### src/design/tsl_pkg.sv
// shared constants for the tension speed limit selector
package tsl_pkg;

   // ------------------------------------------------------------------
   // bus geometry and register byte offsets
   // ------------------------------------------------------------------
   localparam int          ADDR_W        = 8;
   localparam int          DATA_W        = 32;
   localparam int          RPM_W         = 13;
   localparam int          MV_W          = 16;
   localparam logic [7:0]  OFF_CTRL      = 8'h00;
   localparam logic [7:0]  OFF_GAIN      = 8'h04;
   localparam logic [7:0]  OFF_OFFSET    = 8'h08;
   localparam logic [7:0]  OFF_CMD       = 8'h0C;
   localparam logic [7:0]  OFF_STATUS    = 8'h10;
   localparam logic [7:0]  OFF_CAPTURED  = 8'h14;
   localparam logic [7:0]  OFF_LIMIT     = 8'h18;
   localparam logic [7:0]  OFF_DATA0     = 8'h20;

   // ------------------------------------------------------------------
   // field positions
   // ------------------------------------------------------------------
   localparam int          CTRL_AUTO_BIT = 0;
   localparam int          CMD_APPLY_BIT = 0;
   localparam int          ST_ANEN_BIT   = 0;
   localparam int          ST_LOCK_BIT   = 1;
   localparam int          ST_ACT_BIT    = 2;
   localparam int          ST_ENTRY_LSB  = 4;

   // ------------------------------------------------------------------
   // reset values and limits
   // ------------------------------------------------------------------
   localparam logic [12:0] RST_GAIN      = 13'h0226;   // 550 r/min per volt
   localparam logic [15:0] RST_OFFSET    = 16'h0000;   // 0 mV
   localparam logic [12:0] RST_DATA      = 13'h0000;   // 0 r/min
   localparam logic [12:0] MAX_RPM       = 13'h157C;   // 5500 r/min
   localparam int          MV_PER_V      = 1000;

   // ------------------------------------------------------------------
   // timing
   // ------------------------------------------------------------------
   localparam longint      CLK_PERIOD_PS = 5000;
   localparam longint      LOCK_HOLD_MS  = 5000;
   localparam longint      LOCK_HOLD_CYC = (LOCK_HOLD_MS * 64'd1_000_000_000
                                            + CLK_PERIOD_PS - 1) / CLK_PERIOD_PS;

   // display message codes
   typedef enum logic [1:0] {TSL_MSG_NONE, TSL_MSG_LOCK, TSL_MSG_UNLOCK} tsl_msg_t;

endpackage

### src/design/tsl_top.sv
// speed limit selection, analog scaling, offset capture and edit lock
// Overview of operation
// entry 0 analog: speed from internal knob
// entry 1 analog: speed from external voltage
// voltage scaled by gain r/min per volt
// offset voltage subtracted before gain
// auto offset captures input on apply
// manual offset uses offset parameter
// analog mode: entries 2-7 stored digital
// digital mode: all entries stored digital
// analog enable latched only at power-up
// 5 s key hold toggles edit lock
// locked: data and parameter writes rejected
// entry number is binary of selects
// limit active when speed reaches limit
// analog limit clamped 0 to 5500
module tsl_top
   import tsl_pkg::*;
#(
   parameter longint HOLD_CYC = LOCK_HOLD_CYC
)
(
   input  wire logic                     clk,
   input  wire logic                     rst,
   input  wire logic [ADDR_W-1:0]        addr,
   input  wire logic [DATA_W-1:0]        wdata,
   input  wire logic                     wr,
   input  wire logic                     rd,
   output logic      [DATA_W-1:0]        rdata,
   input  wire logic                     data_select_bit0,
   input  wire logic                     data_select_bit1,
   input  wire logic                     data_select_bit2,
   input  wire logic                     analog_enable_cfg,
   input  wire logic [RPM_W-1:0]         internal_speed_knob,
   input  wire logic signed [MV_W-1:0]   analog_speed_mv,
   input  wire logic [RPM_W-1:0]         detected_rpm,
   input  wire logic                     mode_key,
   input  wire logic                     top_screen,
   output logic      [RPM_W-1:0]         speed_limit_rpm,
   output logic                          speed_limit_active,
   output logic                          lock_led,
   output tsl_msg_t                      lock_msg
);

   // ------------------------------------------------------------------
   // input synchronisers
   // ------------------------------------------------------------------
   logic [4:0] sync1_q;
   logic [4:0] sync2_q;

   // pins from the controller and the key pass two flops
   always_ff @(posedge clk)
   begin
      if (rst)
      begin
         sync1_q <= '0;
         sync2_q <= '0;
      end
      else
      begin
         sync1_q <= {top_screen, mode_key, data_select_bit2,
                     data_select_bit1, data_select_bit0};
         sync2_q <= sync1_q;
      end
   end

   logic [2:0] entry;
   logic       key_s;
   logic       top_s;
   assign entry = sync2_q[2:0];
   assign key_s = sync2_q[3];
   assign top_s = sync2_q[4];

   // ------------------------------------------------------------------
   // power-up latch of the analog enable setting
   // ------------------------------------------------------------------
   logic init_done_q;
   logic an_en_q;

   // sampled once after reset release; later changes wait for power cycle
   always_ff @(posedge clk)
   begin
      if (rst)
      begin
         init_done_q <= 1'b0;
         an_en_q     <= 1'b0;
      end
      else if (!init_done_q)
      begin
         init_done_q <= 1'b1;
         an_en_q     <= analog_enable_cfg;
      end
   end

   // ------------------------------------------------------------------
   // edit lock key timer
   // ------------------------------------------------------------------
   typedef enum logic [1:0] {TSL_IDLE, TSL_HOLD, TSL_WAIT_REL} tsl_lock_st_t;
   tsl_lock_st_t state_q;
   logic [31:0]  hold_cnt_q;
   logic         lock_q;
   tsl_msg_t     msg_q;
   logic         hold_done;

   assign hold_done = (hold_cnt_q == 32'(HOLD_CYC - 1));

   // one toggle per press; key must be released before the next
   always_ff @(posedge clk)
   begin
      if (rst)
      begin
         state_q    <= TSL_IDLE;
         hold_cnt_q <= '0;
         lock_q     <= 1'b0;
         msg_q      <= TSL_MSG_NONE;
      end
      else
      begin
         unique case (state_q)
            TSL_IDLE:
            begin
               hold_cnt_q <= '0;
               if (key_s && top_s)
                  state_q <= TSL_HOLD;
            end
            TSL_HOLD:
            begin
               if (!key_s || !top_s)
                  state_q <= TSL_IDLE;
               else if (hold_done)
               begin
                  lock_q  <= !lock_q;
                  msg_q   <= lock_q ? TSL_MSG_UNLOCK : TSL_MSG_LOCK;
                  state_q <= TSL_WAIT_REL;
               end
               else
                  hold_cnt_q <= hold_cnt_q + 32'd1;
            end
            TSL_WAIT_REL:
            begin
               if (!key_s)
                  state_q <= TSL_IDLE;
            end
         endcase
      end
   end

   // ------------------------------------------------------------------
   // register file
   // ------------------------------------------------------------------
   logic                     auto_off_q;
   logic [RPM_W-1:0]         gain_q;
   logic signed [MV_W-1:0]   offset_q;
   logic signed [MV_W-1:0]   captured_q;
   logic [RPM_W-1:0]         data_q [8];
   logic                     wr_ok;
   logic                     apply;

   // every parameter change is refused while locked
   assign wr_ok = wr && !lock_q;
   assign apply = wr_ok && (addr == OFF_CMD) && wdata[CMD_APPLY_BIT];

   // analog parameters and offset capture
   always_ff @(posedge clk)
   begin
      if (rst)
      begin
         auto_off_q <= 1'b0;
         gain_q     <= RST_GAIN;
         offset_q   <= RST_OFFSET;
         captured_q <= '0;
      end
      else
      begin
         if (wr_ok && addr == OFF_CTRL)
            auto_off_q <= wdata[CTRL_AUTO_BIT];
         if (wr_ok && addr == OFF_GAIN)
            gain_q <= (wdata[RPM_W-1:0] > MAX_RPM) ? MAX_RPM : wdata[RPM_W-1:0];
         if (wr_ok && addr == OFF_OFFSET)
            offset_q <= wdata[MV_W-1:0];
         if (apply && auto_off_q)
            captured_q <= analog_speed_mv;
      end
   end

   // eight stored digital limits
   for (genvar i = 0; i < 8; i++)
   begin : g_data
      always_ff @(posedge clk)
      begin
         if (rst)
            data_q[i] <= RST_DATA;
         else if (wr_ok && addr == OFF_DATA0 + 8'(4 * i))
            data_q[i] <= (wdata[RPM_W-1:0] > MAX_RPM) ? MAX_RPM : wdata[RPM_W-1:0];
      end
   end

   // ------------------------------------------------------------------
   // analog scaling and selection
   // ------------------------------------------------------------------
   logic signed [MV_W-1:0] off_use;
   logic [RPM_W-1:0]       scaled;
   logic [RPM_W-1:0]       knob_lim;
   logic [RPM_W-1:0]       data_sel;
   logic [RPM_W-1:0]       limit_d;

   assign off_use  = auto_off_q ? captured_q : offset_q;
   assign knob_lim = (internal_speed_knob > MAX_RPM) ? MAX_RPM : internal_speed_knob;
   assign data_sel = data_q[entry];

   tsl_scale u_scale (
      .clk       (clk),
      .rst       (rst),
      .volt_mv   (analog_speed_mv),
      .offset_mv (off_use),
      .gain_rpm  (gain_q),
      .limit_q   (scaled)
   );

   // entries 0 and 1 are analog only when enabled at power-up
   always_comb
   begin
      if (an_en_q && entry == 3'd0)
         limit_d = knob_lim;
      else if (an_en_q && entry == 3'd1)
         limit_d = scaled;
      else
         limit_d = data_sel;
   end

   // selected limit and limit-active flag
   always_ff @(posedge clk)
   begin
      if (rst)
      begin
         speed_limit_rpm    <= '0;
         speed_limit_active <= 1'b0;
      end
      else
      begin
         speed_limit_rpm    <= limit_d;
         speed_limit_active <= (detected_rpm >= speed_limit_rpm);
      end
   end

   // indicator outputs mirror the lock state
   always_ff @(posedge clk)
   begin
      if (rst)
      begin
         lock_led <= 1'b0;
         lock_msg <= TSL_MSG_NONE;
      end
      else
      begin
         lock_led <= lock_q;
         lock_msg <= msg_q;
      end
   end

   // ------------------------------------------------------------------
   // read path, one cycle after the strobe
   // ------------------------------------------------------------------
   logic [DATA_W-1:0] rd_d;

   always_comb
   begin
      rd_d = '0;
      unique case (addr)
         OFF_CTRL:     rd_d[CTRL_AUTO_BIT] = auto_off_q;
         OFF_GAIN:     rd_d[RPM_W-1:0] = gain_q;
         OFF_OFFSET:   rd_d[MV_W-1:0] = offset_q;
         OFF_STATUS:
         begin
            rd_d[ST_ANEN_BIT] = an_en_q;
            rd_d[ST_LOCK_BIT] = lock_q;
            rd_d[ST_ACT_BIT]  = speed_limit_active;
            rd_d[ST_ENTRY_LSB +: 3] = entry;
         end
         OFF_CAPTURED: rd_d[MV_W-1:0] = captured_q;
         OFF_LIMIT:    rd_d[RPM_W-1:0] = speed_limit_rpm;
         default:
         begin
            if (addr >= OFF_DATA0 && addr < OFF_DATA0 + 8'h20 && addr[1:0] == 2'b00)
               rd_d[RPM_W-1:0] = data_q[3'(addr[4:2])];
         end
      endcase
   end

   // data held only in the cycle after a read strobe
   always_ff @(posedge clk)
   begin
      if (rst)
         rdata <= '0;
      else
         rdata <= rd ? rd_d : '0;
   end
endmodule

### src/design/tsl_scale.sv
// analog voltage to speed limit scaler with offset and clamp
module tsl_scale
   import tsl_pkg::*;
(
   input  wire logic                    clk,
   input  wire logic                    rst,
   input  wire logic signed [MV_W-1:0]  volt_mv,
   input  wire logic signed [MV_W-1:0]  offset_mv,
   input  wire logic        [RPM_W-1:0] gain_rpm,
   output logic             [RPM_W-1:0] limit_q
);

   // ------------------------------------------------------------------
   // datapath
   // ------------------------------------------------------------------
   logic signed [MV_W:0]   diff;
   logic        [31:0]     prod;
   logic        [31:0]     quot;
   logic        [RPM_W-1:0] limit_d;

   // offset is the zero point, subtracted before the gain
   assign diff = (MV_W+1)'(volt_mv) - (MV_W+1)'(offset_mv);

   // negative or zero gives no speed; clamp above full range
   always_comb
   begin
      prod    = '0;
      quot    = '0;
      limit_d = '0;
      if (diff > 0)
      begin
         prod = 32'(unsigned'(diff)) * 32'(gain_rpm);
         quot = prod / 32'(MV_PER_V);
         limit_d = (quot > 32'(MAX_RPM)) ? MAX_RPM : quot[RPM_W-1:0];
      end
   end

   // one register stage keeps the divider off the select path
   always_ff @(posedge clk)
   begin
      if (rst)
         limit_q <= '0;
      else
         limit_q <= limit_d;
   end
endmodule

### config.mk
export PLATFORM = sky130hd
export DESIGN_NAME = tsl_top
export DESIGN_NICKNAME = d
export VERILOG_FILES = /design/src/design/tsl_pkg.sv /design/src/design/tsl_top.sv /design/src/design/tsl_scale.sv
export SDC_FILE = /design/constraint.sdc
export NUM_CORES = 1
export LEC_CHECK = 0
export BUFFER_PORTS_ARGS = -buffer_cell sky130_fd_sc_hd__buf_2
export CORE_MARGIN = 2
export CORE_UTILIZATION = 25
export CTS_CLUSTER_DIAMETER = 30
export CTS_CLUSTER_SIZE = 8
export DETAILED_ROUTE_END_ITERATION = 10
export SLEW_MARGIN = 10
export SYNTH_ARGS = -nofsm -noshare
export SYNTH_HDL_FRONTEND = slang
export SYNTH_SLANG_ARGS = --single-unit
### constraint.sdc
create_clock -name clk -period 34.8 [get_ports clk]
set_clock_uncertainty 0.1 [all_clocks]
set_input_delay 6.96 -clock clk [delete_from_list [all_inputs] [get_ports clk]]
set_output_delay 6.96 -clock clk [all_outputs]
set_load 0.02 [all_outputs]
Yosys cells after proc, flatten, opt, wreduce, memory -nomap -nowiden
Memory sizes are Yosys's and may differ from the RTL's. A register that Yosys moved wholly into a read port is not among the register bits.
Index checks and enable logic that the tools add are counted.
Widths: inputs -> output; s select.
{"block": "word_totals", "ff_bits": 157, "ram_bits": 104, "inputBits": 92, "out_inout_bits": 49, "n_memories": 1}
{"block": "op_classes", "add_sub_neg": 2, "multipliers": 1, "div": 1, "n_lt_le_gt_ge": 7, "n_eq_ne": 23, "muxes": 58, "n_bitwise": 11, "reduce_logical": 36}
{"name": "data_q", "words": 8, "width": 13, "rd": 2, "rd_clocked_by_memory_dff": 1, "write_ports": 8, "line": "tsl_top.sv:155", "text": "logic [RPM_W-1:0] data_q [8];"}
{"cell": "$mux 13", "n": 14}
{"cell": "$eq 8x6->1 const B", "n": 8}
{"cell": "$mux 32", "n": 2}
{"cell": "$pmux 32 s2", "n": 1}
{"cell": "$add 32x1->32 const B", "n": 1}
{"cell": "$div 30x10->32 const B", "n": 1}
{"cell": "$eq 32x30->1 const B", "n": 1}
{"cell": "$gt 32x13->1 const B", "n": 1}
{"cell": "$mul 17x13->30", "n": 1}
{"cell": "$pmux 6 s5", "n": 1}
{"cell": "$mux 1", "n": 27}
{"cell": "$gt 13x13->1 const B", "n": 2}
{"cell": "$eq 8x5->1 const B", "n": 3}
{"cell": "$logic_and 1x1->1", "n": 20}
{"cell": "$pmux 3 s6", "n": 1}
{"cell": "$gt 17x1->1 const B", "n": 1}
{"cell": "$sub 16x16->17", "n": 1}
{"cell": "$eq 8x4->1 const B", "n": 2}
{"cell": "$mux 16", "n": 1}
{"cell": "$ge 13x13->1", "n": 1}
{"cell": "$pmux 2 s6", "n": 1}
{"cell": "$mux 2", "n": 5}
{"cell": "$reduce_and 3->1", "n": 3}
{"cell": "$eq 8x3->1 const B", "n": 1}
{"cell": "22 further kinds", "n": 39}

Longest topological paths before layout
{"block": "depth", "word_depth": 7, "mapped_depth": 100, "ltp_nobuf": 84}

Cells and area by module
From an unflattened synthesis, not the netlist that was laid out.
{"block": "hier_totals", "cells_unflattened": 3059, "area_unflattened_um2": 26794.4}
{"mod": "tsl_scale", "instances": 1, "cells_each": 1965, "area_each_um2": 15314.7}
{"mod": "tsl_top", "instances": 1, "cells_each": 1094, "area_each_um2": 11479.8}

Worst setup path after synthesis
Ideal clock, no wire load.
{"block": "synth_path", "kind": "input to register", "from": "input port analog_speed_mv[1]", "to": "register u_scale.limit_q[9]", "arrival_ps": 26762, "t_required_ps": 34627, "setup_slack_ps": 7865, "cell_stages": 88, "path_buffers": 7, "cell_sequence": "ha_1 > nor2b_1 > o21ai_0 > nand2b_1 > a21o_1 > a21o_1 > a21o_1 > a21o_1 > a21o_1 > a21o_1 > a21o_1 > a21o_1 > a21o_1 > a21oi_1 > o21bai_1 > a21oi_1 > xnor2_1 > clkbuf_1 > [... 52 more ...] > nand4_1 > o21a_1 > o2111a_1 > o31a_1 > buf_4 > or3_1 > a31oi_1 > o31ai_1 > a21o_1 > a211oi_2 > a21oi_2 > or3_1 > a21oi_2 > a31oi_1 > o2111a_1 > o311a_1 > o31a_1 > nor3b_2"}
{"block": "synth_between", "elab_chain_cells": 5, "word_cells_on_any_way": 7, "classes_between": "add/sub (1); mul (1); div (1); order compare (2); bitwise (1); reduce/logical (1)"}
{"item": "start: declaration", "line": "tsl_top.sv:35", "text": "input wire logic signed [MV_W-1:0] analog_speed_mv,"}
{"item": "$sub 16x16->17 *", "line": "tsl_scale.sv:22", "text": "assign diff = (MV_W+1)'(volt_mv) - (MV_W+1)'(offset_mv);"}
{"item": "$mul 17x13->30", "line": "tsl_scale.sv:32", "text": "prod = 32'(unsigned'(diff)) * 32'(gain_rpm);"}
{"item": "$div 30x10->32", "line": "tsl_scale.sv:33", "text": "quot = prod / 32'(MV_PER_V);"}
{"item": "$gt 32x13->1", "line": "tsl_scale.sv:34", "text": "limit_d = (quot > 32'(MAX_RPM)) ? MAX_RPM : quot[RPM_W-1:0];"}
{"item": "$reduce_or 3->1 (no line)"}
{"item": "end signal: assignment", "line": "tsl_scale.sv:44", "text": "limit_q <= limit_d;"}
{"item": "end: declaration", "line": "tsl_scale.sv:10", "text": "output logic [RPM_W-1:0] limit_q"}
Mark *: on every way between the ends. The rest lies on a longest branch, timed or not.
A chain may end at the register's enable or synchronous reset.

Final worst setup path
{"block": "layout_path", "from": "input port analog_speed_mv[1]", "to": "register u_scale.limit_q[4]"}
{"block": "layout_between", "elab_chain_cells": 5, "word_cells_on_any_way": 8, "classes_between": "add/sub (1); mul (1); div (1); order compare (2); mux (1); bitwise (1); reduce/logical (1)"}
{"item": "$sub 16x16->17 *", "line": "tsl_scale.sv:22"}
{"item": "$mul 17x13->30", "line": "tsl_scale.sv:32"}
{"item": "$div 30x10->32", "line": "tsl_scale.sv:33"}
{"item": "$gt 32x13->1", "line": "tsl_scale.sv:34"}
{"item": "$mux 13", "line": "tsl_scale.sv:34"}
Marks and branches as above.

==> impl_metrics.toml <==
[clocking]
ctsHtreeMaxLevel = 2
cts_setup_buffers = 0
cts_buffer_depth = 3
clkTransAtPathRegs_ps = 50
cts.repair.resized = 0
clkSinkCount = 243
cts_tree = "done"
cts-root-buf = "clkbuf_16"
cts_buffers = 47
cts_hold_buf = 0
clock_latency_ps = 580

[routing]
vias = 23084
route.detailed.drc = 0
drt_iter0_drc = 1981
wl_um = 78280
vias_per_cell = 5.145
antenna_left = 0
first_pass_iters = 6
wl_per_cell_um = 17.45

[grt]
grt_max_degree = 44
grt_pass1_vias = 22452
antenna_found_initial = 4
grt_use_total_pct = 14.13
grt_pass1_wl_um = 123900
gr-total-overflow = 0

[setup_path]
cp_max_fo = 20
critPathArrivalTime_ps = 32020
cp_data_required_time_ps = 35120
cpMaxStageDelayCell = "nor2_1"
startpoint_type = "primary input"
crit_path_end_kind = "flip-flop"
cpMostUsedCell = "a21o_1"
cpPeakStageDelay_ps = 920
critPathKind = "primary input to flip-flop"

[synth]
yosys_warnings = 0
synth-seq-cells = 243
synth_flop_cell = "dfxtp_1"
synthCells = 3033
synth-edff-count = 104
syn_avg_cell_area_um2 = 8.653
synthTopCellsByArea = "fa_1 (13%), edfxtp_1 (12%), dfxtp_1 (11%)"
synthesis.area_mm2 = 0.02624
synth.top_cell.area_share_pct = 12.66
yosysSeqAreaShare_pct = 22.50
synth_top_cell_by_area = "fa_1"
postSynth.asyncResetShare_pct = 0
ys_types = 137

[placement]
gp_congestion = 0.9012
dp_hpwl_um = 58770
portBuffers = 108

[timing]
period_share_pct = 91.08
slew_viol_final = 0
hold_viol = 0
clock.fmax_ghz = 0.03155
max_slew.worst_pin.slew_ps = 1177
rsz0062_at_grt = "false"
tns_ps = 0
finalCriticalPeriod_ps = 31690
slew_headroom_pct = 21.23
setup_viol = 0

[layout]
fin_nets = 3433
fillers = 11012
drive_above_1_share_pct = 13.02
syn2layout_area_growth_pct = 12.84

[floorplanning]
num_rows = 118
core_area_mm2 = 0.1038
io_pins = 141
start_util_pct = 25.29
die_w_um = 328
die_h_um = 328
die-area_mm2 = 0.1076

[min_path]
hold_path.class = "flip-flop to flip-flop"

[status]
status = "complete, no violations"

[flow_run]
cap_violations = 0
-- worst max-delay path: cells and delay by family --
| family | cells | cell delay [ps] |
|---|---|---|
| adders and majority gates | 7 | 3380 |
| AOI/OAI and AO/OA | 44 | 11820 |
| muxes | 4 | 1810 |
| and+or+nand+nor | 18 | 5330 |
| buffers and inverters | 6 | 690 |
| xor gates and xnor gates | 4 | 1980 |
-- sequential cells by signal, summed over array words and instances (netlist names) --
name and flops:
data_q 104, hold_cnt_q 32, captured_q 16, offset_q 16, rdata 16, gain_q 13
speed_limit_rpm 13, u_scale.limit_q 13, sync1_q 5, sync2_q 5, lock_msg 2, msg_q 2
state_q 2, an_en_q 1, auto_off_q 1, init_done_q 1, speed_limit_active 1
-- stage by stage --
step / setup slack, ps / area, um^2 / hold WS, ps / utilization, % / instances
after global routing: 975.8 / 29610 / 355.8 / 28.53 / 4485
after detailed placement: 2782 / 28050 / 328.2 / 27.03 / 4398
final: 3105 / 29610 / 333.9 / 28.53 / 4487
after floorplan: 7865 / 26300 / 313.8 / - / 3048
after global placement: 2965 / 28050 / 326.2 / 27.03 / 4398
after CTS: 3244 / 29610 / 339.1 / 28.52 / 4484
-- synthesized netlist by cell type (8+ instances only) --
master,count
o21ai_0,74
nor4_1,19
xnor2_1,62
xor2_1,52
a21boi_0,9
nand2_1,337
edfxtp_1,104
o22ai_1,23
dfxtp_1,139
a32oi_1,8
mux2_2,30
fa_1,166
and3_1,30
o2111ai_1,8
or2_1,9
or4_1,10
buf_1,9
o31ai_1,14
inv_1,220
o21a_1,20
a31oi_1,28
o31a_1,9
and2_1,138
or2_2,10
a211oi_1,30
nor2_1,320
or3_1,23
buf_4,26
buf_2,25
o211ai_1,31
nand2b_1,29
and4_1,18
nor3_1,54
nand3_1,66
mux2i_1,60
ha_1,108
clkbuf_1,113
mux4_2,53
o21ai_1,26
a211o_1,12
a21o_1,31
a21oi_1,174
a221oi_1,14
nand4_1,37
nor2b_1,42
-- cell usage in the layout, fill, tap and decap left out, types with 31 or more instances in the layout --
master and count:
nand2_1 337, nor2_1 320, inv_1 220, a21oi_1 174
fa_1 166, and2_1 138, dfxtp_1 138, ha_1 108
buf_2 108, edfxtp_1 104, o21ai_0 74, nand3_1 66
xnor2_1 62, mux2i_1 60, nor3_1 53, mux4_2 53
xor2_1 52, clkbuf_16 48, nor2b_1 42, buf_4 38
nand4_1 37, a21o_1 31, o211ai_1 31
-- area by class of cell --
| class | instances | area, um^2 | share of cell area, % |
|---|---|---|---|
| clock buffer | 63 | 1277 | 4.314 |
| clock inverter | 23 | 274.0 | 0.9253 |
| multi-input combinational | 2407 | 18760 | 63.36 |
| inverter | 222 | 833.3 | 2.814 |
| timing repair buffer | 146 | 825.8 | 2.789 |
| tap | 1380 | 1727 | 5.831 |
| sequential | 243 | 5907 | 19.95 |
| antenna | 3 | 7.507 | 0.02535 |
-- path summary, 6_finish.rpt --
check                     startpoint                  to  slack (ps)  depth (start not counted)
setup / recovery  analog_speed_mv[1]  u_scale.limit_q[4]        3110                         83
hold / removal            sync1_q[4]          sync2_q[4]         330                          1
setup reg to reg          auto_off_q  u_scale.limit_q[4]        8840                         84
hold reg to reg           sync1_q[4]          sync2_q[4]         330                          1
-- kinds of logic after synthesis --
family,synth area share [%]
AO/OA/AOI/OAI,18.37
multiplexers,8.353
adder cells (fa/ha/maj),18.08
buffers and inverters,6.269
other,0.01429
XOR/XNOR,4.300
flip-flops,22.50
AND/OR/NAND/NOR,22.11
-- layer usage --
metal	part of all wire [%]	vias to the layer above	track usage (%)
met2	46	823	22.66
met5	0.027	-	0
li1	-	10781	-
met4	2.8	4	4.168
met1	44	11334	19.37
met3	7.9	142	2.464
Power is not shown: default switching activity piles up to over one toggle a cycle in this logic, so the estimate is an artifact.
